--- src/design/i2cm_defines.svh ---
`ifndef I2CM_DEFINES_SVH
`define I2CM_DEFINES_SVH

// ----------------------------------------
// register offsets (byte addresses)
// ----------------------------------------
`define I2CM_OFS_CTRL_A    8'h00
`define I2CM_OFS_CTRL_B    8'h04
`define I2CM_OFS_STATUS    8'h08
`define I2CM_OFS_INT_FLAG  8'h0C
`define I2CM_OFS_SYNC_BUSY 8'h10
`define I2CM_OFS_ADDR      8'h14
`define I2CM_OFS_DATA      8'h18

// ----------------------------------------
// field positions
// ----------------------------------------
`define I2CM_BIT_SOFT_RST   0
`define I2CM_BIT_ENABLE     1
`define I2CM_BIT_SMART      8
`define I2CM_BIT_STRETCH    11
`define I2CM_BIT_CMD        16
`define I2CM_BIT_ACK_ACTION 18
`define I2CM_BIT_ARB_LOSS   1
`define I2CM_BIT_NACK_RX    2
`define I2CM_BIT_HOLD       3
`define I2CM_BIT_MASTER_BUS 0
`define I2CM_BIT_SLAVE_BUS  1
`define I2CM_BIT_SYNC_CTLB  2

// ----------------------------------------
// reset values and timing
// ----------------------------------------
`define I2CM_RESET_VALUE   32'h00000000
`define I2CM_SYNC_CYCLES   4
`define I2CM_SCL_PERIOD_NS 10000
`define I2CM_CLK_PERIOD_NS 25
`define I2CM_QTR_CYCLES    (`I2CM_SCL_PERIOD_NS / (4 * `I2CM_CLK_PERIOD_NS))

`endif

--- src/design/i2cm_pkg.sv ---
package i2cm_pkg;
	typedef enum logic [2:0] {
		ST_IDLE  = 3'b000,
		ST_START = 3'b001,
		ST_BITS  = 3'b010,
		ST_HOLD  = 3'b011,
		ST_STOP  = 3'b100
	} i2cm_state_type;

	typedef enum logic [1:0] {
		K_ADDR    = 2'b00,
		K_TX      = 2'b01,
		K_RX      = 2'b10,
		K_ACKSTOP = 2'b11
	} i2cm_kind_type;

	typedef enum logic [1:0] {
		CMD_NONE = 2'b00,
		CMD_RSVD = 2'b01,
		CMD_READ = 2'b10,
		CMD_STOP = 2'b11
	} i2cm_cmd_type;

	typedef struct packed {
		i2cm_state_type state;
		i2cm_kind_type  kind;
		logic [1:0]     qtr;
		logic [11:0]    cnt;
		logic [8:0]     shift;
		logic [7:0]     rx;
		logic [3:0]     bits;
		logic [7:0]     data;
		logic [7:0]     addr;
		logic           readDir;
		logic           sclOe;
		logic           sdaOe;
		logic           masterOnBus;
		logic           slaveOnBus;
		logic           arbitration_lost_flag;
		logic           received_nack_flag;
		logic           enable;
		logic           enReq;
		logic           softRst;
		logic           syncEn;
		logic           syncB;
		logic [3:0]     syncCnt;
		logic           smart;
		logic           clkStretch;
		logic           ackAction;
		logic           pSmart;
		logic           pStretch;
		logic           pAck;
		i2cm_cmd_type   pCmd;
		logic [31:0]    prdata;
		logic           sclMeta;
		logic           sclSync;
		logic           sdaMeta;
		logic           sdaSync;
	} i2cm_regs_type;
endpackage

--- src/design/i2cm_master.sv ---
`timescale 1ns/100ps
`include "i2cm_defines.svh"

// How it works
// - write address acked: flag, clear nack, hold
// - then data, repeated start, or stop
// - read address acked: receive byte, flag, hold
// - smart mode sends ack action automatically
// - data write starts byte, collisions watched
// - collision sets arbitration lost; ack clears nack
// - master flag after every transmitted packet except an acked read address
// - enable write sets busy until done
// - soft reset clears registers, disables unit
// - soft reset write ignores other fields
// - during reset: writes error, reads reset
// - soft reset and busy clear together
// - control B smart and stretch fields protected while enabled, synchronized
module i2cm_master #(
	parameter int QTR_CYCLES  = `I2CM_QTR_CYCLES,
	parameter int SYNC_CYCLES = `I2CM_SYNC_CYCLES
) (
	input  wire logic        clk,
	input  wire logic        rst_b,
	input  wire logic        ce,
	input  wire logic        psel,
	input  wire logic        penable,
	input  wire logic        pwrite,
	input  wire logic [7:0]  paddr,
	input  wire logic [31:0] pwdata,
	output wire logic [31:0] prdata,
	output wire logic        pready,
	output wire logic        pslverr,
	input  wire logic        sclIn,
	output wire logic        sclOut,
	output wire logic        sclOe,
	input  wire logic        sdaIn,
	output wire logic        sdaOut,
	output wire logic        sdaOe
);
	i2cm_pkg::i2cm_regs_type r_q;
	i2cm_pkg::i2cm_regs_type r_d;
	logic busy, wrOk, rdSet, rdHold, wrHold;
	logic actAddr, actData, smartRd, cmdFire, tick, step, smp;

	// ----------------------------------------
	// bus and pin glue
	// ----------------------------------------
	assign pready  = 1'b1;
	assign prdata  = r_q.prdata;
	assign sclOut  = 1'b0;
	assign sdaOut  = 1'b0;
	assign sclOe   = r_q.sclOe;
	assign sdaOe   = r_q.sdaOe;
	assign busy    = r_q.softRst | r_q.syncEn | r_q.syncB;
	assign pslverr = psel & penable & pwrite & (r_q.softRst | (busy &
		(paddr == `I2CM_OFS_CTRL_A | paddr == `I2CM_OFS_CTRL_B)));
	assign wrOk    = psel & penable & pwrite & ~pslverr;
	assign rdSet   = psel & ~penable & ~pwrite;
	assign rdHold  = r_q.state == i2cm_pkg::ST_HOLD & r_q.readDir;
	assign wrHold  = r_q.state == i2cm_pkg::ST_HOLD & ~r_q.readDir;
	assign actAddr = wrOk & paddr == `I2CM_OFS_ADDR & r_q.enable &
		(r_q.state == i2cm_pkg::ST_IDLE | r_q.state == i2cm_pkg::ST_HOLD);
	assign actData = wrOk & paddr == `I2CM_OFS_DATA & r_q.enable & wrHold;
	assign smartRd = rdSet & paddr == `I2CM_OFS_DATA & r_q.smart & rdHold;
	assign cmdFire = r_q.syncB & r_q.syncCnt == 4'h0 & ~r_q.softRst;
	assign tick    = r_q.cnt == 12'h000;
	assign step    = tick & ~(r_q.qtr == 2'h2 & ~r_q.sclSync);
	assign smp     = r_q.sdaSync;

	// ----------------------------------------
	// next state
	// ----------------------------------------
	always_comb begin
		r_d = r_q;
		r_d.sclMeta = sclIn;
		r_d.sclSync = r_q.sclMeta;
		r_d.sdaMeta = sdaIn;
		r_d.sdaSync = r_q.sdaMeta;
		r_d.cnt = tick ? 12'(QTR_CYCLES - 1) : r_q.cnt - 12'h001;

		if (busy) begin
			r_d.syncCnt = r_q.syncCnt - 4'h1;
			if (r_q.syncCnt == 4'h0) begin
				r_d.syncEn = 1'b0;
				r_d.syncB = 1'b0;
				if (r_q.syncEn)
					r_d.enable = r_q.enReq;
				if (r_q.syncB) begin
					r_d.smart = r_q.pSmart;
					r_d.clkStretch = r_q.pStretch;
					r_d.ackAction = r_q.pAck;
				end
			end
		end

		if (wrOk) begin
			case (paddr)
				`I2CM_OFS_CTRL_A: begin
					if (pwdata[`I2CM_BIT_SOFT_RST]) begin
						r_d.softRst = 1'b1;
						r_d.syncCnt = 4'(SYNC_CYCLES - 1);
					end else if (pwdata[`I2CM_BIT_ENABLE] != r_q.enReq) begin
						r_d.enReq = pwdata[`I2CM_BIT_ENABLE];
						r_d.syncEn = 1'b1;
						r_d.syncCnt = 4'(SYNC_CYCLES - 1);
					end
				end
				`I2CM_OFS_CTRL_B: begin
					r_d.pSmart = r_q.enable ? r_q.smart : pwdata[`I2CM_BIT_SMART];
					r_d.pStretch = r_q.enable ? r_q.clkStretch : pwdata[`I2CM_BIT_STRETCH];
					r_d.pAck = pwdata[`I2CM_BIT_ACK_ACTION];
					r_d.pCmd = i2cm_pkg::i2cm_cmd_type'(pwdata[`I2CM_BIT_CMD +: 2]);
					r_d.syncB = 1'b1;
					r_d.syncCnt = 4'(SYNC_CYCLES - 1);
				end
				`I2CM_OFS_STATUS: if (pwdata[`I2CM_BIT_ARB_LOSS]) r_d.arbitration_lost_flag = 1'b0;
				`I2CM_OFS_INT_FLAG: begin
					if (pwdata[`I2CM_BIT_MASTER_BUS]) r_d.masterOnBus = 1'b0;
					if (pwdata[`I2CM_BIT_SLAVE_BUS]) r_d.slaveOnBus = 1'b0;
				end
				`I2CM_OFS_ADDR: r_d.addr = pwdata[7:0];
				default: ;
			endcase
		end

		if (rdSet) begin
			r_d.prdata = `I2CM_RESET_VALUE;
			case (paddr)
				`I2CM_OFS_CTRL_A: r_d.prdata[`I2CM_BIT_ENABLE] = r_q.enable & r_q.enReq;
				`I2CM_OFS_CTRL_B: begin
					r_d.prdata[`I2CM_BIT_SMART] = r_q.smart;
					r_d.prdata[`I2CM_BIT_STRETCH] = r_q.clkStretch;
					r_d.prdata[`I2CM_BIT_ACK_ACTION] = r_q.ackAction;
				end
				`I2CM_OFS_STATUS: begin
					r_d.prdata[`I2CM_BIT_ARB_LOSS] = r_q.arbitration_lost_flag;
					r_d.prdata[`I2CM_BIT_NACK_RX] = r_q.received_nack_flag;
					r_d.prdata[`I2CM_BIT_HOLD] = r_q.state == i2cm_pkg::ST_HOLD;
				end
				`I2CM_OFS_INT_FLAG: begin
					r_d.prdata[`I2CM_BIT_MASTER_BUS] = r_q.masterOnBus;
					r_d.prdata[`I2CM_BIT_SLAVE_BUS] = r_q.slaveOnBus;
				end
				`I2CM_OFS_SYNC_BUSY: begin
					r_d.prdata[`I2CM_BIT_ENABLE] = r_q.syncEn;
					r_d.prdata[`I2CM_BIT_SYNC_CTLB] = r_q.syncB;
				end
				`I2CM_OFS_ADDR: r_d.prdata[7:0] = r_q.addr;
				`I2CM_OFS_DATA: r_d.prdata[7:0] = r_q.data;
				default: ;
			endcase
			if (r_q.softRst) begin
				r_d.prdata = `I2CM_RESET_VALUE;
				if (paddr == `I2CM_OFS_CTRL_A | paddr == `I2CM_OFS_SYNC_BUSY)
					r_d.prdata[`I2CM_BIT_SOFT_RST] = 1'b1;
			end
		end

		// ----------------------------------------
		// launch from idle or hold
		// ----------------------------------------
		// three ways onward
		if (actAddr | actData | ((smartRd | (cmdFire & r_q.pCmd != i2cm_pkg::CMD_NONE)) &
			r_q.state == i2cm_pkg::ST_HOLD)) begin
			r_d.qtr = 2'h0;
			r_d.cnt = 12'(QTR_CYCLES - 1);
			r_d.masterOnBus = 1'b0;
			r_d.slaveOnBus = 1'b0;
			r_d.bits = 4'h9;
			r_d.state = i2cm_pkg::ST_BITS;
			if (actAddr) begin
				r_d.shift = {pwdata[7:0], 1'b1};
				r_d.kind = i2cm_pkg::K_ADDR;
				r_d.state = i2cm_pkg::ST_START;
			end else if (actData) begin
				r_d.shift = {pwdata[7:0], 1'b1};
				r_d.kind = i2cm_pkg::K_TX;
			end else if (r_q.pCmd == i2cm_pkg::CMD_STOP & cmdFire) begin
				r_d.shift = {r_d.ackAction, 8'hFF};
				r_d.bits = 4'h1;
				r_d.kind = i2cm_pkg::K_ACKSTOP;
				if (!r_q.readDir)
					r_d.state = i2cm_pkg::ST_STOP;
			end else if (r_q.readDir) begin
				r_d.shift = {r_d.ackAction, 8'hFF};
				r_d.kind = i2cm_pkg::K_RX;
			end else begin
				r_d.state = i2cm_pkg::ST_HOLD;
			end
		end

		// ----------------------------------------
		// bit engine
		// ----------------------------------------
		if (step) begin
			case (r_q.state)
				i2cm_pkg::ST_START: begin
					r_d.qtr = r_q.qtr + 2'h1;
					case (r_q.qtr)
						2'h0: r_d.sdaOe = 1'b0;
						2'h1: r_d.sclOe = 1'b0;
						2'h2: r_d.sdaOe = 1'b1;
						default: begin
							r_d.sclOe = 1'b1;
							r_d.state = i2cm_pkg::ST_BITS;
						end
					endcase
				end
				i2cm_pkg::ST_STOP: begin
					r_d.qtr = r_q.qtr + 2'h1;
					case (r_q.qtr)
						2'h0: r_d.sdaOe = 1'b1;
						2'h1: r_d.sclOe = 1'b0;
						2'h2: r_d.sdaOe = 1'b0;
						default: begin
							r_d.readDir = 1'b0;
							r_d.state = i2cm_pkg::ST_IDLE;
						end
					endcase
				end
				i2cm_pkg::ST_BITS: begin
					r_d.qtr = r_q.qtr + 2'h1;
					case (r_q.qtr)
						2'h0: r_d.sdaOe = ~r_q.shift[8];
						2'h1: r_d.sclOe = 1'b0;
						2'h3: begin
							r_d.sclOe = 1'b1;
							r_d.rx = {r_q.rx[6:0], smp};
							r_d.shift = {r_q.shift[7:0], 1'b1};
							r_d.bits = r_q.bits - 4'h1;
							if (r_q.kind != i2cm_pkg::K_RX & r_q.kind != i2cm_pkg::K_ACKSTOP &
								r_q.bits != 4'h1 & r_q.shift[8] & ~smp) begin
								r_d.arbitration_lost_flag = 1'b1;
								r_d.masterOnBus = 1'b1;
								r_d.sclOe = 1'b0;
								r_d.sdaOe = 1'b0;
								r_d.state = i2cm_pkg::ST_IDLE;
							end else if (r_q.bits == 4'h1) begin
								r_d.sdaOe = 1'b0;
								r_d.state = i2cm_pkg::ST_HOLD;
								case (r_q.kind)
									i2cm_pkg::K_ADDR: begin
										r_d.readDir = 1'b0;
										if (!smp & r_q.addr[0]) begin
											r_d.kind = i2cm_pkg::K_RX;
											r_d.shift = 9'h1FF;
											r_d.bits = 4'h8;
											r_d.state = i2cm_pkg::ST_BITS;
										end else begin
											r_d.masterOnBus = 1'b1;
											r_d.received_nack_flag = smp;
										end
									end
									i2cm_pkg::K_TX: begin
										r_d.masterOnBus = 1'b1;
										r_d.received_nack_flag = smp;
									end
									i2cm_pkg::K_RX: begin
										r_d.slaveOnBus = 1'b1;
										r_d.readDir = 1'b1;
										r_d.received_nack_flag = 1'b0;
										r_d.data = {r_q.rx[6:0], smp};
									end
									default: r_d.state = i2cm_pkg::ST_STOP;
								endcase
							end
						end
						default: ;
					endcase
				end
				default: ;
			endcase
		end

		if (!r_q.enable) begin
			r_d.state = i2cm_pkg::ST_IDLE;
			r_d.sclOe = 1'b0;
			r_d.sdaOe = 1'b0;
		end
		if (r_q.softRst & r_q.syncCnt == 4'h0) begin
			r_d = '0;
			r_d.sclMeta = sclIn;
			r_d.sclSync = r_q.sclMeta;
			r_d.sdaMeta = sdaIn;
			r_d.sdaSync = r_q.sdaMeta;
		end
	end

	always_ff @(posedge clk or negedge rst_b) begin
		if (!rst_b)
			r_q <= '0;
		else if (ce)
			r_q <= r_d;
	end
endmodule // i2cm_master

--- config.mk ---
export PLATFORM = sky130hd
export DESIGN_NAME = i2cm_master
export DESIGN_NICKNAME = d
export VERILOG_FILES = /design/src/design/i2cm_pkg.sv /design/src/design/i2cm_master.sv
export VERILOG_INCLUDE_DIRS = /design/src /design/src/design
export SDC_FILE = /design/constraint.sdc
export NUM_CORES = 1
export LEC_CHECK = 0
export BUFFER_PORTS_ARGS = -buffer_cell sky130_fd_sc_hd__buf_4
export CAP_MARGIN = 30
export CORE_MARGIN = 1
export CORE_UTILIZATION = 30
export DETAILED_ROUTE_END_ITERATION = 8
export SLEW_MARGIN = 40
export SYNTH_ARGS = -nofsm -noshare
export SYNTH_HDL_FRONTEND = slang
export SYNTH_SLANG_ARGS = --single-unit
--- constraint.sdc ---
create_clock -name clk -period 3 [get_ports clk]
set_input_delay 0.15 -clock clk [delete_from_list [all_inputs] [get_ports clk]]
set_output_delay 0.15 -clock clk [all_outputs]
set_load 0.01 [all_outputs]
Yosys cells after proc, flatten, opt, wreduce, memory -nomap -nowiden
Index checks and enable logic that the tools add are counted.
{"block": "word_totals", "reg_bits": 115, "out_inout_bits": 38}
{"block": "classes", "eq_ne": 38, "n_mux": 121, "n_addsub": 4, "bitwise": 50, "n_reduce_logical": 43}
{"cell": "$mux 116", "n": 1}
{"cell": "$mux 29", "n": 3}
{"cell": "$mux 9", "n": 9}
{"cell": "$mux 5", "n": 12}
{"cell": "$mux 4", "n": 10}
{"cell": "$mux 12", "n": 3}
{"cell": "$mux 3", "n": 12}
{"cell": "$reduce_bool 2->1", "n": 17}
{"cell": "$mux 1", "n": 33}
{"cell": "$and 1x1->1", "n": 32}
{"cell": "$mux 32", "n": 1}
{"cell": "$mux 8", "n": 4}
{"cell": "$mux 28", "n": 1}
{"cell": "$eq 8x5->1 const B", "n": 3}
{"cell": "$mux 2", "n": 11}
{"cell": "$mux 19", "n": 1}
{"cell": "$eq 8x4->1 const B", "n": 2}
{"cell": "$pmux 1 s2", "n": 8}
{"cell": "$pmux 4 s2", "n": 2}
{"cell": "$reduce_and 4->1", "n": 4}
{"cell": "$reduce_and 8->1", "n": 2}
{"cell": "$mux 7", "n": 2}
{"cell": "$reduce_and 7->1", "n": 2}
{"cell": "$logic_not 12->1", "n": 1}
{"cell": "other kinds (45)", "n": 80}

Logic depth before layout (Yosys ltp)
{"block": "logic_depth", "word_depth": 28, "depth_mapped": 10, "depth_no_buf": 8}

Worst setup path after synthesis
Ideal clock, no wire load.
{"block": "synth_timing", "path_kind": "reg-to-reg", "from": "reg r_q[77] in the netlist's numbering", "to": "reg r_q[91] in the netlist's numbering", "path_stages_with_launch": 11, "slack_ps": 848, "arrival_time_ps": 2072, "cell_sequence": "dfrtp_1 > inv_1 > ha_1 > or3b_2 > buf_2 > nor2_1 > or3_1 > buf_2 > o221ai_1 > nor2_1 > a2bb2oi_1"}
{"block": "synth_between", "elab_chain_len": 9, "word_cells_on_any_way": 11, "cone_classes": "eq/ne: 2; mux: 6; bitwise: 3"}
{"element": "from (decl)", "line_no": "i2cm_master.sv:40", "text": "i2cm_pkg::i2cm_regs_type r_q;"}
{"element": "from (signal assigned)", "line_no": "i2cm_master.sv:293", "text": "r_q <= r_d;"}
{"element": "$ne 4x1->1", "line_no": "i2cm_master.sv:232", "text": "r_q.bits != 4'h1 & r_q.shift[8] & ~smp) begin"}
{"element": "$and 1x1->1", "line_no": "i2cm_master.sv:231", "text": "if (r_q.kind != i2cm_pkg::K_RX & r_q.kind != i2cm_pkg::K_ACKSTOP &"}
{"element": "$and 1x1->1 (2 in series)", "line_no": "i2cm_master.sv:232"}
{"element": "$mux 9 (*)", "line_no": "i2cm_master.sv:231"}
{"element": "$mux 29 (*)", "line_no": "i2cm_master.sv:223", "text": "case (r_q.qtr)"}
{"element": "$mux 29 (*)", "line_no": "i2cm_master.sv:196", "text": "case (r_q.state)"}
{"element": "$mux 29 (*)", "line_no": "i2cm_master.sv:195", "text": "if (step) begin"}
{"element": "$mux 116 (*)", "line_no": "i2cm_master.sv:280", "text": "if (r_q.softRst & r_q.syncCnt == 4'h0) begin"}
Every way passes the cells marked *; elsewhere a longest branch is shown, timed or not. The select of a mux whose other input is x is not followed.
A chain may end at the register's enable or synchronous reset.

Worst setup path after layout
{"block": "layout_timing", "from": "reg r_q[97] in the netlist's numbering", "to": "reg r_q[59] in the netlist's numbering"}
{"block": "layout_between", "elab_chain_len": 4}
{"element": "$logic_not 12->1", "line_no": "i2cm_master.sv:66", "text": "assign tick = r_q.cnt == 12'h000;"}
{"element": "$and 1x1->1", "line_no": "i2cm_master.sv:67", "text": "assign step = tick & ~(r_q.qtr == 2'h2 & ~r_q.sclSync);"}
{"element": "$reduce_bool 2->1 (no line)"}
{"element": "$reduce_and 8->1 (no line)"}
No other way between the ends.

==> results.md <==
* Remaining antenna violation count at 0
* CTS Sinks at 94
* CP bufs+invs at 1
* Seq pwr share at 0.467
* Status: finished, final reports clean
* Endpoints failing hold at 0
* Hold Crit Endpoint: r_q[37]
* Drt initial violations at 273
* # rows at 50
* CP Depth at 8
* First-pass DRT Iterations at 5
* Clock transition at the registers of the reported paths at 0.07 ns
* Crit start category: flip-flop
* YS warnings at 0
* Leading cell type in the layout, fill and taps excluded: dfrtp_1
* Count of final setup violators at 0
* Critical Path AT at 2.76 ns
* Min-delay src: pwdata[17]
* Post-CTS Setup Repair Bufs at 0
* Pwr Density at 476.9 mW/mm^2
* Mapped Area at 0.005704 sq mm
* Synth area leaders: dfrtp_1 41%, a22o_1 4.8%, buf_4 4.6%, nand2_1 3.8%, o21ai_0 2.9%
* Post-Route Setup TNS at 0 ns
* Die H at 139.9 um
* CORE AREA at 0.01864 sq mm
* RSZ-0062 raised after global routing: no
* Synth Instances at 596
* Cells along the critical path: inv_1, ha_1, nor3b_1, and2_0, nand3_1, nor2_1, a41oi_1, o22a_1
* Final nets at 695
* Clock share of power at 0.376
* Clock buffer depth at 2
* Die extent in x at 139.9 um
* Combinational Power Share at 0.156
* Sw Pwr at 0.0009571 W
* Fmax at 396.7 MHz
* Hold crit path type: primary input to flip-flop
* Post-synthesis register bit count at 94
* R2R cell count at 8
* ANT cells at 0
* Post-CTS sizing at 0
* Initial antenna violation count at 0
* Setup ws final at 0.4792 ns
* Req. time, crit path at 3.24 ns
* DP Worst Slack at 0.4870 ns
* Final GP Congestion at 0.8471
* Slew @ Worst Pin at 0.6578 ns
* Post-synth top area share at 0.4124
* Yosys top cell by area: dfrtp_1
* DR vias/cell at 5.510
* Reg2reg setup slack at 0.48 ns
* Max_cap viols at 0
* Crit Path Category: flip-flop to flip-flop
* Ports at 86
* Global-route wire length before repair at 25,330 um
* Hold Path Cell Cnt at 2
* Worst skew pair latency at 0.36 ns
* Fillers at 1,885
* CTS H-Tree Depth at 3
* Initial Util at 0.3060
* Prevailing post-synth register cell: dfrtp_1
* Switch share at 0.3093
* IO buf count at 42
* Largest net degree at the start of global routing at 46
* Die footprint at 0.01957 sq mm
* P_int at 0.002138 W
* Clock Tree Root: clkbuf_16
* Period minus WS final at 2.521 ns
* Most frequent cells in the layout: 94 x dfrtp_1, 59 x buf_4, 58 x nand2_1
* Top delay family on crit path: simple AND/OR/NAND/NOR gates
* DRC viols at 0
* CP endpoint kind: flip-flop
* Relative slew slack at 0.5595
* Count of cell types in the netlist at 87
* DP Wirelength at 11,230 um
* Fin. max-slew vios at 0
* CTS tree: done
* Crit Reg-Reg Startpoint: r_q[97]
* Max Fanout on Critical Path at 7
* Cts bufs inserted at 9
* Sequential share of the synthesized area at 0.4124
* R2r endpoint: r_q[59]
* Hold buffers post-CTS at 3
* Max stage delay on crit path at 0.39 ns
* WL/cell at 17.66 um
* Pleak at 2.812 nW
* Vias in the first global route at 4,570
* Aggregate routed wire length at 15,420 um
* Synth-to-Final Area Change at 13.75%
* Clk_skew at 0.006967 ns
* Crit-path slowest cell: dfrtp_1
* GR Overflow Total at 0
* Total vias in the final route at 4,810
* EDFF count, synth at 0
* Maximum VDD drop at 0.0002371 V
* Total track usage at 0.1645
* Share of layout cells above drive strength 1 at 0.1815
* Final period utilization at 0.8403
* Async S/R FF share, synth at 1.000
* Syn Area/Cell at 9.571 sq um
==> layer usage <==
metal / global-route usage / share of wire
met2: 0.2545 / 0.46
met4: 0.05090 / 0.0097
met1: 0.2288 / 0.47
met5: 0 / 0
met3: 0.03521 / 0.054
==> through the flow <==
stage          hold WS [ns]    util  std cells  cell area, sq um  total power [W]
2_1_floorplan       -0.1456       -        618              5787         0.001801
3_3_place_gp         0.2071  0.3305        854              6161         0.001936
3_5_place_dp         0.2114  0.3305        854              6161         0.001949
4_1_cts            0.004517  0.3479        873              6485         0.003127
5_1_grt             0.02223  0.3481        873              6489         0.003258
6_report            0.01430  0.3481        873              6489         0.003095
==> final cells by class <==
| type | instances | area, sq um | share of cell area |
|---|---|---|---|
| multi-input combinational | 448 | 3005 | 0.4632 |
| tap | 234 | 292.8 | 0.04512 |
| clock inverter | 7 | 68.82 | 0.01061 |
| clock buffer | 9 | 225.2 | 0.03471 |
| timing repair buffer | 62 | 473.0 | 0.07289 |
| inverter | 19 | 71.32 | 0.01099 |
| sequential | 94 | 2352 | 0.3625 |
==> logic make-up after synthesis <==
family          synth area share
other cells             0.001317
compound gates            0.2483
fa+ha+maj                0.02852
simple gates              0.2047
flops                     0.4124
mux                      0.01711
buf+inv                  0.07699
xor+xnor                 0.01075
==> cells in the mapped netlist (4+ instances only) <==
library cell and number:
inv_1 18, o21ai_0 33, nor2_2 5, a2bb2oi_1 9, ha_1 13, nor2_1 41, nand3_1 17, nand2b_1 4
xnor2_1 5, o221ai_1 5, a21oi_1 18, or3b_2 4, nor2b_1 6, mux2_2 6, a31oi_1 7, o22a_1 5
or3_1 7, nand2_1 58, a22o_1 31, buf_2 6, o221ai_2 4, dfrtp_1 94, buf_4 35, nand4_1 4
o21a_1 4, o211ai_1 7, nor3_1 14, a21o_1 4, o21ai_1 4, o31ai_1 10, clkbuf_1 12, a22oi_1 4
and3_1 7
==> worst max path at each step <==
stage                       start      end  slack, ns
after global placement    r_q[97]  r_q[73]       0.52
after detailed placement  r_q[97]  r_q[71]       0.49
after CTS                 r_q[97]  r_q[69]       0.47
final                     r_q[97]  r_q[59]       0.48
after floorplan           r_q[77]  r_q[91]       0.85
after global routing      r_q[97]  r_q[59]       0.23
==> power by group through the flow <==
stage | Combinational [W] | Clock [W] | Sequential (W)
after detailed placement | 0.000481 | 0 | 0.00147
after global routing | 0.000550 | 0.00125 | 0.00146
after CTS | 0.000485 | 0.00120 | 0.00144
final | 0.000483 | 0.00117 | 0.00145
after global placement | 0.000471 | 0 | 0.00147
after floorplan | 0.000364 | 0 | 0.00144
==> registers in the layout, indices dropped and copies added (netlist names) <==
register and cells:
prdata 11, smp 1, sdaOe 1, r_q 80, sclOe 1
Note: power is estimated with default switching activity, not from simulation.
